<file path="src/flash_host_pkg.sv">
/*
  constants of the flash command host: codes, timing, register map.
  assumes a 10 MHz clock and a 16-bit flash data bus.
*/
package flash_host_pkg;

  // ------
  // clock and timing
  // ------
  localparam int CLK_NS              = 100;
  localparam int WINDOW_US           = 50;   // sector erase accumulation window
  // queued-sector gap, half the window kept as margin
  localparam int WINDOW_CYC          = (WINDOW_US * 1000 / CLK_NS) / 2;
  localparam int STROBE_NS           = 200;  // write strobe low time
  localparam int STROBE_CYC          = (STROBE_NS + CLK_NS - 1) / CLK_NS;
  localparam int READ_NS             = 300;  // read access allowance
  localparam int READ_CYC            = (READ_NS + CLK_NS - 1) / CLK_NS;
  localparam int CNT_W               = 12;

  // ------
  // flash bus
  // ------
  localparam int FADDR_W             = 23;
  localparam int FDATA_W             = 16;
  localparam logic [FADDR_W-1:0] UNLOCK_ADDR1 = 23'h000555;
  localparam logic [FADDR_W-1:0] UNLOCK_ADDR2 = 23'h0002aa;
  localparam logic [FDATA_W-1:0] UNLOCK_DATA1 = 16'h00aa;
  localparam logic [FDATA_W-1:0] UNLOCK_DATA2 = 16'h0055;
  localparam logic [FDATA_W-1:0] CMD_PROGRAM  = 16'h00a0;
  localparam logic [FDATA_W-1:0] CMD_BYPASS   = 16'h0020;
  localparam logic [FDATA_W-1:0] CMD_ERASE    = 16'h0080;
  localparam logic [FDATA_W-1:0] CMD_CHIP_ER  = 16'h0010;
  localparam logic [FDATA_W-1:0] CMD_SECT_ER  = 16'h0030;
  localparam logic [FDATA_W-1:0] CMD_SEC_IN   = 16'h0088;
  localparam logic [FDATA_W-1:0] CMD_SEC_OUT  = 16'h0090;
  localparam logic [FDATA_W-1:0] CMD_SEC_OUT2 = 16'h0000;
  localparam logic [FDATA_W-1:0] CMD_BYP_RST  = 16'h0090;
  localparam logic [FDATA_W-1:0] CMD_BYP_RST2 = 16'h0000;
  localparam logic [FDATA_W-1:0] CMD_RESET    = 16'h00f0;

  // status bit positions in read data
  localparam int DATA_POLL_POS       = 7;
  localparam int TOGGLE_POS          = 6;
  localparam int TIME_ERR_POS        = 5;
  localparam int ERASE_WIN_POS       = 3;

  // ------
  // software register map (word index)
  // ------
  localparam int REG_AW              = 3;
  localparam logic [REG_AW-1:0] REG_CMD    = 3'h0;  // write: opcode starts a job
  localparam logic [REG_AW-1:0] REG_ADDR   = 3'h1;  // target address
  localparam logic [REG_AW-1:0] REG_WDATA  = 3'h2;  // program data
  localparam logic [REG_AW-1:0] REG_STATUS = 3'h3;  // read: state flags
  localparam logic [REG_AW-1:0] REG_RDATA  = 3'h4;  // read: last flash read

  // opcodes written to REG_CMD
  localparam logic [3:0] OP_PROGRAM   = 4'h1;
  localparam logic [3:0] OP_CHIP_ER   = 4'h2;
  localparam logic [3:0] OP_SECT_ER   = 4'h3;  // first sector of a batch
  localparam logic [3:0] OP_SECT_ADD  = 4'h4;  // further sector in the window
  localparam logic [3:0] OP_SEC_ENTER = 4'h5;
  localparam logic [3:0] OP_SEC_EXIT  = 4'h6;
  localparam logic [3:0] OP_BYP_ENTER = 4'h7;
  localparam logic [3:0] OP_BYP_EXIT  = 4'h8;
  localparam logic [3:0] OP_READ      = 4'h9;
  localparam logic [3:0] OP_RESET     = 4'ha;

  // status register fields
  localparam int ST_BUSY    = 0;
  localparam int ST_SECURE  = 1;
  localparam int ST_BYPASS  = 2;
  localparam int ST_DEV_BSY = 3;
  localparam int ST_REFUSED = 4;
  localparam int ST_WIN_OPEN = 5;
  localparam int ST_ERROR   = 6;

endpackage
</file>
<file path="src/flash_bus_cycle.sv">
/*
  one asynchronous flash bus cycle (write or read) with a timed strobe.
  assumes clk_i at 10 MHz; pins are driven from flip-flops only.
*/
`timescale 1ns/1ps
`default_nettype none
module flash_bus_cycle
  import flash_host_pkg::*;
(
  // clock and reset
  input  wire  logic               clk_i,
  input  wire  logic               srst_i,
  input  wire  logic               ce_i,
  // request
  input  wire  logic               start_i,
  input  wire  logic               write_i,
  input  wire  logic [FADDR_W-1:0] addr_i,
  input  wire  logic [FDATA_W-1:0] data_i,
  output logic                     done_o,
  output logic [FDATA_W-1:0]       rdata_o,
  // flash pins
  input  wire  logic [FDATA_W-1:0] dq_i,
  output logic [FDATA_W-1:0]       dq_o,
  output logic                     dq_oe_o,
  output logic [FADDR_W-1:0]       addr_o,
  output logic                     flash_select_n_o,
  output logic                     write_n_o,
  output logic                     read_n_o
);

  logic [CNT_W-1:0]   cnt_q;
  logic               act_q;
  logic               setup_q;
  logic [FDATA_W-1:0] dq_m_q;
  logic [FDATA_W-1:0] dq_s_q;

  // ------
  // pin input synchroniser
  // ------
  always_ff @(posedge clk_i) begin
    if (srst_i) begin
      dq_m_q <= 16'h0000;
      dq_s_q <= 16'h0000;
    end else if (ce_i) begin
      dq_m_q <= dq_i;
      dq_s_q <= dq_m_q;
    end
  end

  // select and address lead the strobe fall by a cycle and select trails its rise,
  // so the device never latches a moving address or loses the closing edge
  always_ff @(posedge clk_i) begin
    if (srst_i) begin
      act_q            <= 1'b0;
      setup_q          <= 1'b0;
      cnt_q            <= '0;
      done_o           <= 1'b0;
      rdata_o          <= 16'h0000;
      dq_o             <= 16'h0000;
      dq_oe_o          <= 1'b0;
      addr_o           <= '0;
      flash_select_n_o <= 1'b1;
      write_n_o        <= 1'b1;
      read_n_o         <= 1'b1;
    end else if (ce_i) begin
      done_o <= 1'b0;
      if (start_i && !act_q) begin
        act_q            <= 1'b1;
        setup_q          <= 1'b1;
        addr_o           <= addr_i;
        dq_o             <= data_i;
        dq_oe_o          <= write_i;
        flash_select_n_o <= 1'b0;
        cnt_q            <= write_i ? CNT_W'(STROBE_CYC) : CNT_W'(READ_CYC + 2);
      end else if (setup_q) begin
        setup_q   <= 1'b0;
        write_n_o <= !dq_oe_o;
        read_n_o  <= dq_oe_o;
      end else if (act_q) begin
        if (cnt_q == '0) begin
          // device takes data on this rise; dq and select still held
          act_q     <= 1'b0;
          done_o    <= 1'b1;
          rdata_o   <= dq_s_q;
          write_n_o <= 1'b1;
          read_n_o  <= 1'b1;
        end else begin
          cnt_q <= cnt_q - 1'b1;
        end
      end else begin
        dq_oe_o          <= 1'b0;  // release a cycle after the strobe rises
        flash_select_n_o <= 1'b1;
      end
    end
  end

endmodule
`default_nettype wire

</file>
<file path="src/flash_cmd_host.sv">
/*
  host controller issuing command sequences to a multi-bank nor flash.
  assumes software on a plain register port; the flash ready/busy pin and
  data bus are asynchronous and are synchronised here.
*/
// Design decisions made here: the strobed register port and the placing of the registers.
// Contract
// secured region entered by three writes, left by four writes.
// no secured-region access while the device runs program or erase.
// no bypass or accelerated programming while secured region enabled.
// word program is two unlocks, set-up, then address and data.
// device times program pulses itself; host only waits for ready.
// commands during program are ignored; reset aborts, host repeats.
// any address order allowed; zero-to-one fails, error bit may rise.
// bypass entry is two unlocks then command 20h.
// bypass program is A0h then address and data per word.
// in bypass only bypass program and two-cycle bypass reset allowed.
// high voltage on protect pin forces bypass mode automatically.
// chip erase is six writes ending with chip erase command.
// no host preprogramming or timing needed for erase.
// erase progress shows on status bits and ready/busy output.
// commands during chip erase ignored; reset aborts, host repeats.
// sector erase is six writes ending with sector address and command.
// further sectors added inside 50 us window, each gap under 50 us.
// other commands during window return bank to read mode.
// window timer starts at last strobe rise; erase-window bit shows expiry.
// reads of non-erasing banks stay served during erase; host refuses every job, reads too, while ready/busy is low, except in the sector-erase window.
// after sector erase starts only suspend accepted.
// reset command returns banks to read mode, address ignored.
// address taken on later falling edge, data on earlier rising edge.
// host waits on status or ready/busy before a new operation.
// command progress is tracked per bank; host keeps one sequence state for the whole device.
`timescale 1ns/1ps
`default_nettype none
module flash_cmd_host
  import flash_host_pkg::*;
(
  // clock and reset
  input  wire  logic               clk_i,
  input  wire  logic               srst_i,
  input  wire  logic               ce_i,
  // register port
  input  wire  logic [REG_AW-1:0]  reg_addr_i,
  input  wire  logic [31:0]        reg_wdata_i,
  input  wire  logic               reg_we_i,
  input  wire  logic               reg_re_i,
  output logic [31:0]              reg_rdata_o,
  // flash pins
  input  wire  logic [FDATA_W-1:0] dq_i,
  output logic [FDATA_W-1:0]       dq_o,
  output logic                     dq_oe_o,
  output logic [FADDR_W-1:0]       addr_o,
  output logic                     flash_select_n_o,
  output logic                     write_n_o,
  output logic                     read_n_o,
  input  wire  logic               ready_busy_n_i,
  output logic                     accel_req_o
);

  typedef enum logic [4:0] {
    S_IDLE = 5'b00001,
    S_SEQ  = 5'b00010,
    S_WAIT = 5'b00100,
    S_WIN  = 5'b01000,
    S_POLL = 5'b10000
  } state_t;

  state_t             state_q;
  logic [3:0]         op_q;
  logic [2:0]         step_q;
  logic [2:0]         last_q;
  logic [FADDR_W-1:0] taddr_q;
  logic [FDATA_W-1:0] tdata_q;
  logic [FDATA_W-1:0] rd_q;
  logic               secure_q;
  logic               bypass_q;
  logic               refused_q;
  logic               error_q;
  logic [CNT_W-1:0]   win_q;
  logic               rb_m_q;
  logic               rb_s_q;
  logic               cyc_start;
  logic               cyc_done;
  logic [FADDR_W-1:0] cyc_addr;
  logic [FDATA_W-1:0] cyc_data;
  logic               cyc_write;
  logic [FDATA_W-1:0] cyc_rdata;
  logic               cmd_wr;
  logic [3:0]         new_op;
  logic               op_ok;

  // ------
  // ready/busy synchroniser
  // ------
  always_ff @(posedge clk_i) begin
    if (srst_i) begin
      rb_m_q <= 1'b1;
      rb_s_q <= 1'b1;
    end else if (ce_i) begin
      rb_m_q <= ready_busy_n_i;
      rb_s_q <= rb_m_q;
    end
  end

  // ------
  // command acceptance
  // ------
  assign cmd_wr = reg_we_i && (reg_addr_i == REG_CMD);
  assign new_op = reg_wdata_i[3:0];

  // legality of a new opcode against current mode and busy state
  always_comb begin
    op_ok = 1'b0;
    if (state_q == S_WIN) begin
      op_ok = 1'b1;
    end else if (state_q == S_IDLE && rb_s_q) begin
      if (bypass_q) begin
        op_ok = (new_op == OP_PROGRAM) || (new_op == OP_BYP_EXIT) || (new_op == OP_READ);
      end else begin
        unique case (new_op)
          OP_BYP_ENTER: op_ok = !secure_q;
          OP_SEC_ENTER: op_ok = !secure_q;
          OP_SEC_EXIT:  op_ok = secure_q;
          OP_BYP_EXIT:  op_ok = 1'b0;
          OP_SECT_ADD:  op_ok = 1'b0;
          OP_PROGRAM, OP_CHIP_ER, OP_SECT_ER, OP_READ, OP_RESET: op_ok = 1'b1;
          default:      op_ok = 1'b0;
        endcase
      end
    end
  end

  // ------
  // sequence table: address/data of each step
  // ------
  // erase restarts its unlock pair at step 3, so parity alone is wrong
  always_comb begin
    cyc_addr  = (step_q == 3'd1 || step_q == 3'd4) ? UNLOCK_ADDR2 : UNLOCK_ADDR1;
    cyc_data  = (step_q == 3'd1 || step_q == 3'd4) ? UNLOCK_DATA2 : UNLOCK_DATA1;
    cyc_write = 1'b1;
    if (step_q == last_q) begin
      cyc_addr = UNLOCK_ADDR1;
      unique case (op_q)
        OP_PROGRAM:   begin cyc_addr = taddr_q; cyc_data = tdata_q; end
        OP_CHIP_ER:   cyc_data = CMD_CHIP_ER;
        OP_SECT_ER, OP_SECT_ADD: begin cyc_addr = taddr_q; cyc_data = CMD_SECT_ER; end
        OP_SEC_ENTER: cyc_data = CMD_SEC_IN;
        OP_SEC_EXIT:  cyc_data = CMD_SEC_OUT2;
        OP_BYP_ENTER: cyc_data = CMD_BYPASS;
        OP_BYP_EXIT:  cyc_data = CMD_BYP_RST2;
        OP_READ:      begin cyc_addr = taddr_q; cyc_write = 1'b0; end
        default:      cyc_data = CMD_RESET;
      endcase
    end else if (step_q == 3'd2 || (op_q == OP_PROGRAM && bypass_q) || op_q == OP_BYP_EXIT) begin
      unique case (op_q)
        OP_CHIP_ER, OP_SECT_ER: cyc_data = CMD_ERASE;
        OP_SEC_EXIT:            cyc_data = CMD_SEC_OUT;
        OP_BYP_EXIT:            cyc_data = CMD_BYP_RST;
        default:                cyc_data = CMD_PROGRAM;
      endcase
    end
  end

  // ------
  // sequencer
  // ------
  always_ff @(posedge clk_i) begin
    if (srst_i) begin
      state_q   <= S_IDLE;
      op_q      <= 4'h0;
      step_q    <= 3'd0;
      last_q    <= 3'd0;
      cyc_start <= 1'b0;
      win_q     <= '0;
    end else if (ce_i) begin
      cyc_start <= 1'b0;
      unique case (state_q)
        S_IDLE: begin
          if (cmd_wr && op_ok) begin
            op_q      <= new_op;
            step_q    <= 3'd0;
            state_q   <= S_SEQ;
            cyc_start <= 1'b1;
            unique case (new_op)
              OP_PROGRAM:               last_q <= bypass_q ? 3'd1 : 3'd3;
              OP_CHIP_ER, OP_SECT_ER:   last_q <= 3'd5;
              OP_SEC_ENTER, OP_BYP_ENTER: last_q <= 3'd2;
              OP_SEC_EXIT:              last_q <= 3'd3;
              OP_BYP_EXIT:              last_q <= 3'd1;
              default:                  last_q <= 3'd0;
            endcase
          end
        end
        S_SEQ: begin
          if (cyc_done) begin
            if (step_q != last_q) begin
              step_q    <= step_q + 3'd1;
              cyc_start <= 1'b1;
            end else if (op_q == OP_SECT_ER || op_q == OP_SECT_ADD) begin
              state_q <= S_WIN;
              win_q   <= CNT_W'(WINDOW_CYC);
            end else if (op_q == OP_PROGRAM || op_q == OP_CHIP_ER) begin
              state_q <= S_WAIT;
              win_q   <= CNT_W'(4);
            end else begin
              state_q <= S_IDLE;
            end
          end
        end
        S_WIN: begin
          if (cmd_wr && new_op == OP_SECT_ADD) begin
            op_q      <= OP_SECT_ADD;
            step_q    <= 3'd0;
            last_q    <= 3'd0;
            state_q   <= S_SEQ;
            cyc_start <= 1'b1;
          end else if (cmd_wr) begin
            state_q <= S_IDLE;
          end else if (win_q == '0) begin
            state_q <= S_WAIT;
            win_q   <= CNT_W'(4);
          end else begin
            win_q <= win_q - 1'b1;
          end
        end
        S_WAIT: begin
          // allow the device time to drop ready/busy through the synchroniser
          if (win_q != '0) begin
            win_q <= win_q - 1'b1;
          end else begin
            state_q <= S_POLL;
          end
        end
        S_POLL: begin
          if (rb_s_q) begin
            state_q <= S_IDLE;
          end
        end
        default: state_q <= S_IDLE;
      endcase
    end
  end

  // ------
  // mode flags and read capture
  // ------
  always_ff @(posedge clk_i) begin
    if (srst_i) begin
      secure_q  <= 1'b0;
      bypass_q  <= 1'b0;
      refused_q <= 1'b0;
      error_q   <= 1'b0;
      rd_q      <= 16'h0000;
    end else if (ce_i) begin
      if (cmd_wr && !op_ok) begin
        refused_q <= 1'b1;
      end else if (cmd_wr) begin
        refused_q <= 1'b0;
      end
      if (state_q == S_SEQ && cyc_done && step_q == last_q) begin
        unique case (op_q)
          OP_SEC_ENTER: secure_q <= 1'b1;
          OP_SEC_EXIT:  secure_q <= 1'b0;
          OP_BYP_ENTER: bypass_q <= 1'b1;
          OP_BYP_EXIT:  bypass_q <= 1'b0;
          OP_READ: begin
            rd_q    <= cyc_rdata;
            error_q <= cyc_rdata[TIME_ERR_POS];
          end
          default: ;
        endcase
      end
    end
  end

  // ------
  // target registers, acceleration request, read port
  // ------
  always_ff @(posedge clk_i) begin
    if (srst_i) begin
      taddr_q     <= '0;
      tdata_q     <= 16'h0000;
      accel_req_o <= 1'b0;
      reg_rdata_o <= 32'h0000_0000;
    end else if (ce_i) begin
      if (reg_we_i && reg_addr_i == REG_ADDR) begin
        taddr_q <= reg_wdata_i[FADDR_W-1:0];
      end
      if (reg_we_i && reg_addr_i == REG_WDATA) begin
        tdata_q <= reg_wdata_i[FDATA_W-1:0];
      end
      accel_req_o <= bypass_q && !secure_q && op_q == OP_PROGRAM && state_q != S_IDLE;
      reg_rdata_o <= 32'h0000_0000;
      if (reg_re_i) begin
        unique case (reg_addr_i)
          REG_ADDR:   reg_rdata_o <= 32'(taddr_q);
          REG_WDATA:  reg_rdata_o <= 32'(tdata_q);
          REG_RDATA:  reg_rdata_o <= 32'(rd_q);
          REG_STATUS: reg_rdata_o <= 32'({error_q, state_q == S_WIN, refused_q, !rb_s_q,
                                          bypass_q, secure_q, state_q != S_IDLE});
          default:    reg_rdata_o <= 32'h0000_0000;
        endcase
      end
    end
  end

  // one bus cycle engine; R23 timing is kept inside
  flash_bus_cycle u_cycle (
    .clk_i            (clk_i),
    .srst_i           (srst_i),
    .ce_i             (ce_i),
    .start_i          (cyc_start),
    .write_i          (cyc_write),
    .addr_i           (cyc_addr),
    .data_i           (cyc_data),
    .done_o           (cyc_done),
    .rdata_o          (cyc_rdata),
    .dq_i             (dq_i),
    .dq_o             (dq_o),
    .dq_oe_o          (dq_oe_o),
    .addr_o           (addr_o),
    .flash_select_n_o (flash_select_n_o),
    .write_n_o        (write_n_o),
    .read_n_o         (read_n_o)
  );

endmodule
`default_nettype wire

</file>
<file path="config.mk">
export PLATFORM = sky130hd
export DESIGN_NAME = flash_cmd_host
export DESIGN_NICKNAME = d
export VERILOG_FILES = /design/src/flash_host_pkg.sv /design/src/flash_bus_cycle.sv /design/src/flash_cmd_host.sv
export SDC_FILE = /design/constraint.sdc
export NUM_CORES = 1
export LEC_CHECK = 0
export BUFFER_PORTS_ARGS = -buffer_cell sky130_fd_sc_hd__buf_2
export CAP_MARGIN = 40
export CORE_MARGIN = 5
export CORE_UTILIZATION = 60
export DETAILED_ROUTE_END_ITERATION = 6
export PLACE_DENSITY = 0.81
export SYNTH_ARGS = -nofsm -noshare
export SYNTH_HDL_FRONTEND = slang
export SYNTH_SLANG_ARGS = --single-unit
export TNS_END_PERCENT = 10
</file>
<file path="constraint.sdc">
create_clock -name clk_i -period 4.16 [get_ports clk_i]
set_clock_uncertainty 0.2 [all_clocks]
set_input_delay 0.416 -clock clk_i [delete_from_list [all_inputs] [get_ports clk_i]]
set_output_delay 0.416 -clock clk_i [all_outputs]
set_load 0.03 [all_outputs]
</file>
=== Word-level counts from Yosys, hierarchy flattened ===
Index checks and enable logic that the tools add are counted.

* Input port bits: 57
* Logic and storage cells: 227
* Register bits: 228
* Output and inout bits: 76

* Reductions and logical operators: 62
* Muxes and demuxes: 81
* Bitwise operators: 2
* Eq/ne operators: 49
* $add $sub $neg: 3

{| class="wikitable"
|+ Operators by type and width
! cell !! count
|-
| 12-bit 2-to-1 mux || 12
|-
| 16-bit case mux with 7 select lines || 1
|-
| 23-bit case mux with 4 select lines || 1
|-
| 23-bit 2-to-1 mux || 3
|-
| 5-bit 2-to-1 mux || 8
|-
| 12-bit case mux with 3 select lines || 1
|-
| 4-bit by 3-bit equality test with 1-bit output, second input constant || 8
|-
| 1-bit 2-to-1 mux || 30
|-
| 5-bit case mux with 5 select lines || 1
|-
| 12-bit zero test || 2
|-
| 12-bit by 1-bit subtractor with 12-bit output, second input constant || 2
|-
| 3-bit 2-to-1 mux || 7
|-
| 4-bit equality test, second input constant || 5
|-
| 2-bit inequality test, second input constant || 10
|-
| 4-bit by 2-bit equality test with 1-bit output, second input constant || 4
|-
| 16-bit 2-to-1 mux || 1
|-
| 8-bit 2-to-1 mux || 2
|-
| 3-bit case mux with 5 select lines || 1
|-
| 1-bit logical AND || 14
|-
| 2-bit nonzero test || 7
|-
| 4-bit 2-to-1 mux || 3
|-
| 6-bit case mux with 2 select lines || 1
|-
| 3-bit AND reduction || 4
|-
| 4-bit AND reduction || 3
|-
| 37 further kinds || 66
|}

=== Depth between registers and ports, before layout ===
Gate-level depths: netlist of the first run.

* Depth after elaboration: 10
* Depth in mapped cells: 9
* Depth with buffers taken out: 8

=== By module ===
From an unflattened synthesis of the first run, not the netlist that was laid out.

* Cell total of the unflattened synthesis: 1,200
* Area, all modules: 9,816.9 um^2

{| class="wikitable"
|+ By module, submodules not included
! module !! instances !! area each (um^2) !! cells each !! sequential area each (um^2)
|-
| flash_cmd_host || 1 || 5,810.6 || 753 || 2,242.2
|-
| flash_bus_cycle || 1 || 4,006.3 || 447 || 2,122.0
|}

=== Least setup slack after synthesis of the first run ===
Ideal clock, no wire load.

* Path type: flip-flop to flip-flop
* Start: register win_q[0]
* End: register win_q[8]
* Data arrival time: 2.034 ns
* Period minus slack after synthesis: 2.366 ns
* Stages on the path, launching flop included: 10
* Path buffers: 1
* Slack: 1.794 ns
* Library setup time: 0.132 ns
* Data required time: 3.828 ns
* Path through: dfxtp_1 inv_1 ha_1 nor4b_1 nand4_1 a21oi_1 clkbuf_1 nor2_1 o21ai_0 a21oi_1

* Cells in the longest elaborated chain, start to end: 5
* Elaborated cells on any way between the ends: 10
* Classes of those cells: 1 x add/sub; 1 x eq/ne; 5 x mux; 3 x reduce/logical

{| class="wikitable"
|+ RTL lines
! element !! RTL line !! text
|-
| start, declared || flash_cmd_host.sv:79 || <nowiki>logic [CNT_W-1:0] win_q;</nowiki>
|-
| start signal, assigned || flash_cmd_host.sv:201 || <nowiki>win_q <= CNT_W'(WINDOW_CYC);</nowiki>
|-
| start signal, assigned || flash_cmd_host.sv:223 || <nowiki>win_q <= win_q - 1'b1;</nowiki>
|-
| start signal, assigned || flash_cmd_host.sv:229 || <nowiki>win_q <= win_q - 1'b1;</nowiki>
|-
| 12-bit by 1-bit subtractor with 12-bit output / 12-bit zero test (equally long branches) || flash_cmd_host.sv:223, flash_cmd_host.sv:229, flash_cmd_host.sv:219 ||
|-
| 12-bit 2-to-1 mux || flash_cmd_host.sv:219 || <nowiki>end else if (win_q == '0) begin</nowiki>
|-
| 12-bit 2-to-1 mux || flash_cmd_host.sv:217 || <nowiki>end else if (cmd_wr) begin</nowiki>
|-
| 12-bit 2-to-1 mux || flash_cmd_host.sv:211 || <nowiki>if (cmd_wr && new_op == OP_SECT_ADD) begin</nowiki>
|-
| 12-bit case mux with 3 select lines || flash_cmd_host.sv:177 || <nowiki>unique case (state_q)</nowiki>
|}

Several ways; a longest one is shown, not always the timed one. The select of a mux whose other input is x is not followed.
A chain may end at the register's enable or synchronous reset.

=== Worst setup path after layout of the first run ===
* Start: register step_q[0]
* End: register rd_q[0]

* Cells in the longest elaborated chain, start to end: 3

{| class="wikitable"
|+ RTL lines
! element !! RTL line !! text
|-
| start, declared || flash_cmd_host.sv:70 || <nowiki>logic [2:0] step_q;</nowiki>
|-
| start signal, assigned || flash_cmd_host.sv:197 || <nowiki>step_q <= step_q + 3'd1;</nowiki>
|-
| 3-bit equality test || flash_cmd_host.sv:260 || <nowiki>if (state_q == S_SEQ && cyc_done && step_q == last_q) begin</nowiki>
|-
| 1-bit logical AND || flash_cmd_host.sv:260 ||
|-
| 3-bit AND reduction (no source line) || n/a ||
|-
| end signal, assigned || flash_cmd_host.sv:267 || <nowiki>rd_q <= cyc_rdata;</nowiki>
|-
| end, declared || flash_cmd_host.sv:74 || <nowiki>logic [FDATA_W-1:0] rd_q;</nowiki>
|}

No other way between the ends.

==> results.py, run 1 <==
metrics = {
    "clock_tree": {
        "post_cts_buffers": 0,
        "cts.sinks": 218,
        "clk_pin_slew_ps": 60,
        "clkLatencyLatePin_ps": 510,
        "cts_buffers": 23,
        "clockBufferDepth": 3,
        "cts_htree_levels": 1,
        "ctsResizeCount": 0,
        "root_buffer": "clkbuf_16",
        "cts_tree": "built",
        "hold_buffers": 36,
    },
    "logic_synthesis": {
        "ys.flop_type": "dfxtp_1",
        "synth_seq_cells": 218,
        "seq_area_frac_synth_pct": 46.44,
        "ys_types": 73,
        "syn-cell-area_um2": 9397,
        "synth-edff-count": 0,
        "synth_area_per_cell_um2": 8.367,
        "synthCells": 1123,
        "yosysWarnings": 0,
        "async_flop_share_pct": 0,
    },
    "setup_path": {
        "path_delay_family": "simple AND/OR/NAND/NOR gates",
        "ff2ff_setup_slack_ps": 1360,
        "worst_path_largest_cell_delay_ps": 570,
        "crit_chain": "xor2_1 > or3_1 > nor3_2 > and2_1 > nand2_1 > a21oi_1",
        "crit_arrival_ps": 3020,
        "crit_type": "reg2reg",
        "crit_buf_inv": 0,
        "critPathCaptureType": "flop",
        "cp_slowest_cell": "and2_1",
        "reg2reg_depth": 6,
        "start_kind": "flop",
        "crit_start": "step_q[0]",
        "cp.depth": 6,
        "worst_ep_required_time_ps": 4380,
        "critPathCapture": "rd_q[0]",
        "cp_max_fo": 16,
        "r2r_start": "step_q[0]",
        "r2r_end": "rd_q[0]",
    },
    "floorplan": {
        "coreArea_um2": 15260,
        "dieArea_um2": 18260,
        "io_pins": 133,
        "die_height_um": 135.1,
        "die_x_um": 135.1,
        "core.rowCount": 45,
        "initial_core_util_pct": 61.58,
    },
    "sta": {
        "finalMaxSlewViolations": 0,
        "max-slew-margin-rel_pct": 44.57,
        "tightest_slew_ps": 824.6,
        "finalSetupViolations": 0,
        "fin_setup_tns_ps": 0,
        "rsz0062_at_grt": "no",
        "hold_violations": 0,
        "final.min_clock_period_ps": 2796,
        "fmax_mhz": 357.6,
        "min_period_over_period_pct": 67.22,
    },
    "drt": {
        "first_pass_iters": 6,
        "via_per_inst": 5.774,
        "wirelength_um": 24820,
        "ant_nets": 0,
        "vias": 8476,
        "routedWlPerCell_um": 16.91,
        "first_iter_violations": 1117,
        "drcViolationCount": 0,
    },
    "layout": {
        "final_common_cell": "dfxtp_1",
        "fin_cells": 1468,
        "fillers": 1137,
        "areaGrowthSynthToFinish_pct": 18.63,
        "final_cell_mix": "dfxtp_1 (218), nand2_1 (172), nor2_1 (149)",
        "nets": 1300,
        "drive_gt1_share_pct": 15.23,
        "post-route-util_pct": 73.05,
        "final_area_um2": 11150,
    },
    "place": {
        "place_area_um2": 10000,
        "place_inst": 1387,
        "port-buffer-count": 114,
        "place_congestion": 0.9010,
        "dp.final_hpwl_um": 16180,
    },
    "status": {
        "status": "finished, final reports clean",
    },
    "grt": {
        "grt_max_degree": 85,
        "met3_usage_pct": 4.123,
        "gr-usage-met1_pct": 37.74,
        "grt_usage_pct": 26.09,
        "antenna_found_initial": 2,
        "met2_usage_pct": 40.65,
        "grt_most_used_layer": "met2",
        "grt_pass1_wl_um": 39620,
        "first_global_vias": 7827,
        "grt.overflow.total": 0,
    },
    "run": {
        "maxCapViolCount": 0,
    },
    "pwr": {
        "power_density_nw_per_um2": 411.7,
        "p_total_mw": 4.589,
        "power.leakage_nw": 4.545,
        "irDropWorstVdd_mv": 0.3135,
    },
    "hold_path": {
        "hold_path_depth": 3,
        "hp-class": "in2reg",
    },
}
worst reg2reg max path: stages, from the launching register on:
cell	delay [ps]
dfxtp_1	470
xor2_1	180
or3_1	560
nor3_2	390
and2_1	570
nand2_1	160
a21oi_1	180
where the power goes:
part	internal [mW]	total, mW	switching, mW
clock	1.24	2.07	0.831
combinational	0.132	0.353	0.221
sequential	2.13	2.16	0.0352
kinds of logic after synthesis:
logic type,share of synthesized area (%)
buf+inv,4.447
compound gates,18.48
flops,46.44
xor+xnor,1.491
other cells,0.03991
fa+ha+maj,0.7989
simple gates,21.36
mux,6.937
synth_stat cells, types with 3 or more instances:
library cell | n | area, um2
nand3_1 | 16 | 80.08
xnor2_1 | 8 | 70.07
a31oi_1 | 4 | 25.02
a22o_1 | 20 | 175.2
o21ai_1 | 3 | 15.01
nor3b_1 | 3 | 22.52
or4_4 | 3 | 33.78
nand2b_1 | 10 | 62.56
mux2i_1 | 64 | 640.6
o22ai_1 | 10 | 62.56
and3_1 | 10 | 62.56
nor4_1 | 4 | 25.02
ha_1 | 6 | 75.07
a21o_1 | 3 | 22.52
nor2b_1 | 12 | 75.07
buf_2 | 12 | 60.06
or4_1 | 4 | 30.03
or3_1 | 4 | 25.02
clkbuf_1 | 55 | 206.5
o21a_1 | 3 | 22.52
a21oi_1 | 110 | 550.5
a31o_2 | 5 | 43.79
buf_1 | 5 | 18.77
o211ai_1 | 3 | 22.52
nand2_1 | 172 | 645.6
inv_1 | 13 | 48.80
nand3b_1 | 6 | 45.04
o21ai_0 | 66 | 330.3
a22oi_1 | 34 | 255.2
xor2_1 | 8 | 70.07
a211oi_1 | 5 | 37.54
nor3_1 | 14 | 70.07
and2_1 | 4 | 25.02
buf_4 | 10 | 75.07
dfxtp_1 | 218 | 4364
nor2_1 | 149 | 559.3
or2_2 | 4 | 25.02
per-layer routing:
layer  up-vias  part of all wire, %
met5         -                    0
met3        51                  8.3
met1      3983                   44
met2       318                   45
li1       4124                    -
met4         0                  2.7
worst min-delay path by stage:
stage	startpoint	endpoint
2_1_floorplan	rd_q[0]	rd_q[0]
3_3_place_gp	u_cycle.addr_o[6]	u_cycle.addr_o[6]
3_5_place_dp	u_cycle.addr_o[10]	u_cycle.addr_o[10]
4_1_cts	reg_wdata_i[2]	taddr_q[2]
5_1_grt	reg_wdata_i[2]	taddr_q[2]
6_report	reg_wdata_i[2]	taddr_q[2]
flip-flops by register name, indices dropped and copies added (netlist names), 4 cells and up:
register / cells
rd_q: 16
u_cycle.rdata_o: 16
taddr_q: 23
op_q: 4
u_cycle.cnt_q: 12
u_cycle.dq_m_q: 16
u_cycle.dq_s_q: 16
tdata_q: 16
u_cycle.addr_o: 23
win_q: 12
u_cycle.dq_o: 16
reg_rdata_o: 23
state_q: 5
cell type report:
class / instances / area (um2) / share of cell area [%]
inverter: 14 / 52.55 / 0.4714
sequential: 218 / 4364 / 39.15
multi-input combinational: 816 / 4644 / 41.67
clock inverter: 6 / 63.81 / 0.5725
tap: 211 / 264.0 / 2.368
timing repair buffer: 164 / 1036 / 9.294
antenna: 3 / 7.507 / 0.06735
clock buffer: 36 / 714.4 / 6.409
metrics by stage:
step	hold WS [ps]	worst slack, ps
2_1_floorplan	231.5	1794
3_3_place_gp	234.1	1281
3_5_place_dp	242.1	1312
4_1_cts	33.23	1377
5_1_grt	71.71	1193
6_report	44.82	1364
(Power assumes the default switching activity.)
==> run 2: changes to the inputs <==
Settings changed: CORE_UTILIZATION 60 to 57, PLACE_DENSITY 0.81 to 0.77.
Clock period 4.16 ns to 2.7 ns, I/O delays scaled along.
==> run 2 against run 1 <==
Die area grew 4.9%. Cell count grew 2.5%. Sequential power grew 54%. Clock power grew 57%. Via count shrank 0.22%. Largest cell class unchanged. First-iteration DRC count shrank 36%.
==> results.py, run 2 (synthesis gave the netlist of run 1 again) <==
metrics = {
    "status": {
        "status": "finished, final reports clean",
    },
    "setup_path": {
        "reg2reg_depth": 7,
        "crit_buf_inv": 2,
        "crit_arrival_ps": 2840,
        "cp_slowest_cell": "or3b_2",
        "critPathCaptureType": "flop",
        "ff2ff_setup_slack_ps": 110,
        "cp_max_fo": 12,
        "worst_path_largest_cell_delay_ps": 480,
        "path_delay_family": "simple AND/OR/NAND/NOR gates",
        "r2r_start": "op_q[0]",
        "worst_ep_required_time_ps": 2950,
        "start_kind": "flop",
        "crit_chain": "buf_4 > or3b_2 > a21oi_1 > o21ai_1 > nor3_1 > buf_4 > a22o_1",
        "crit_top_cell": "buf_4",
        "r2r_end": "u_cycle.addr_o[15]",
        "cp.depth": 7,
        "crit_type": "reg2reg",
    },
    "hold_path": {
        "min_from": "ce_i",
        "hp-class": "in2reg",
        "min_to": "bypass_q",
        "hold_path_depth": 4,
    },
    "grt": {
        "grt_usage_pct": 24.47,
        "antenna_found_initial": 0,
        "grt_pass1_wl_um": 40210,
        "grt.overflow.total": 0,
        "grt_max_degree": 85,
        "first_global_vias": 7875,
    },
    "floorplan": {
        "coreArea_um2": 16350,
        "io_pins": 133,
        "die_height_um": 138.4,
        "die_x_um": 138.4,
        "core.rowCount": 47,
        "initial_core_util_pct": 57.48,
        "dieArea_um2": 19150,
    },
    "pwr": {
        "internal_power_mw": 5.493,
        "switching_power_mw": 1.669,
        "power_density_nw_per_um2": 626.0,
        "combPwrFrac_pct": 8.0,
        "power.leakage_nw": 4.719,
        "irDropWorstVdd_mv": 0.5395,
        "p_total_mw": 7.162,
        "seq_power_share_pct": 46.5,
        "p_clk_share_pct": 45.5,
        "power.share.switching_pct": 23.31,
    },
    "drt": {
        "drcViolationCount": 0,
        "first_iter_violations": 719,
        "first_pass_iters": 5,
        "via_per_inst": 5.619,
        "wirelength_um": 24320,
        "ant_nets": 0,
        "vias": 8457,
        "routedWlPerCell_um": 16.16,
    },
    "clock_tree": {
        "root_buffer": "clkbuf_16",
        "clk_pin_slew_ps": 60,
        "cts_buffers": 23,
        "clockBufferDepth": 3,
        "cts_tree": "built",
        "clkLatencyLatePin_ps": 510,
        "cts_htree_levels": 1,
        "cts.sinks": 218,
    },
    "layout": {
        "antenna_cells": 0,
        "final_common_cell": "dfxtp_1",
        "fin_cells": 1505,
        "areaGrowthSynthToFinish_pct": 21.76,
        "reg_top3": "reg_rdata_o (23), taddr_q (23), u_cycle.addr_o (23)",
        "nets": 1332,
        "drive_gt1_share_pct": 17.20,
        "final_cell_mix": "dfxtp_1 (216), nand2_1 (171), nor2_1 (149)",
    },
    "sta": {
        "min_period_over_period_pct": 95.91,
        "tightest_slew_ps": 830.4,
        "rsz0062_at_grt": "yes",
        "final.min_clock_period_ps": 2590,
        "fin_setup_tns_ps": 0,
        "finalSetupViolations": 0,
        "finalMaxSlewViolations": 0,
        "hold_violations": 0,
        "fmax_mhz": 386.1,
        "max-slew-margin-rel_pct": 44.64,
    },
    "run": {
        "maxCapViolCount": 0,
    },
    "place": {
        "place_congestion": 0.9326,
        "dp.final_hpwl_um": 16550,
        "place_inst": 1421,
        "port-buffer-count": 114,
    },
}
==> run 2: power groups by stage <==
stage | Sequential [mW] | Clock [mW] | Combinational, mW
after floorplan | 3.40 | 0 | 0.361
after global placement | 3.40 | 0 | 0.507
after detailed placement | 3.40 | 0 | 0.515
after CTS | 3.33 | 3.31 | 0.566
after global routing | 3.34 | 3.46 | 0.625
final | 3.33 | 3.26 | 0.573
==> run 2: worst register-to-register path, cell delays in order (launching register included) <==
cell and delay, ps:
dfxtp_1 370, buf_4 180, or3b_2 480, a21oi_1 410, o21ai_1 190, nor3_1 280, buf_4 260, a22o_1 170
==> run 2: worst max-delay path by stage <==
| stage | slack, ps | from | endpoint |
|---|---|---|---|
| floorplan | 330 | win_q[0] | win_q[8] |
| global placement | 160 | step_q[0] | win_q[10] |
| detailed placement | 110 | step_q[0] | win_q[9] |
| CTS | 50 | step_q[0] | win_q[9] |
| global route | -3 | win_q[0] | win_q[9] |
| finish | 110 | op_q[0] | u_cycle.addr_o[15] |
==> run 2: layer usage <==
metal / global-route usage, % / up-vias / wire (um)
li1: - / 4187 / -
met1: 36.06 / 3915 / 11250
met2: 37.20 / 318 / 10570
met3: 4.765 / 37 / 2049
met4: 5.876 / 0 / 455
met5: 0 / - / 0
==> run 2: cell type report <==
type | instances | area (um2)
Multi-Input combinational cell | 816 | 4652
Clock buffer | 34 | 696.9
Inverter | 14 | 52.55
Timing Repair Buffer | 196 | 1294
Clock inverter | 7 | 103.9
Tap cell | 220 | 275.3
Fill cell | 1347 | 4907
Sequential cell | 218 | 4367
==> run 2: per-stage QoR <==
stage / cell area, um2 / setup slack, ps / utilization (%) / hold WS [ps]
detailed placement: 10200 / 109.5 / 62.41 / 243.3
floorplan: 9427 / 334.1 / - / 198.4
global route: 11440 / -2.721 / 69.98 / 162.3
CTS: 11420 / 45.96 / 69.88 / 97.11
global placement: 10200 / 159.4 / 62.41 / 234.9
finish: 11440 / 110.3 / 69.98 / 110.3
==> run 2: what timing repair did <==
action,CTS,global route
resized for setup,0,4
endpoints found under the hold margin,73,0
hold buffers,42,0
buffers inserted,0,1
setup endpoints to repair,0,21
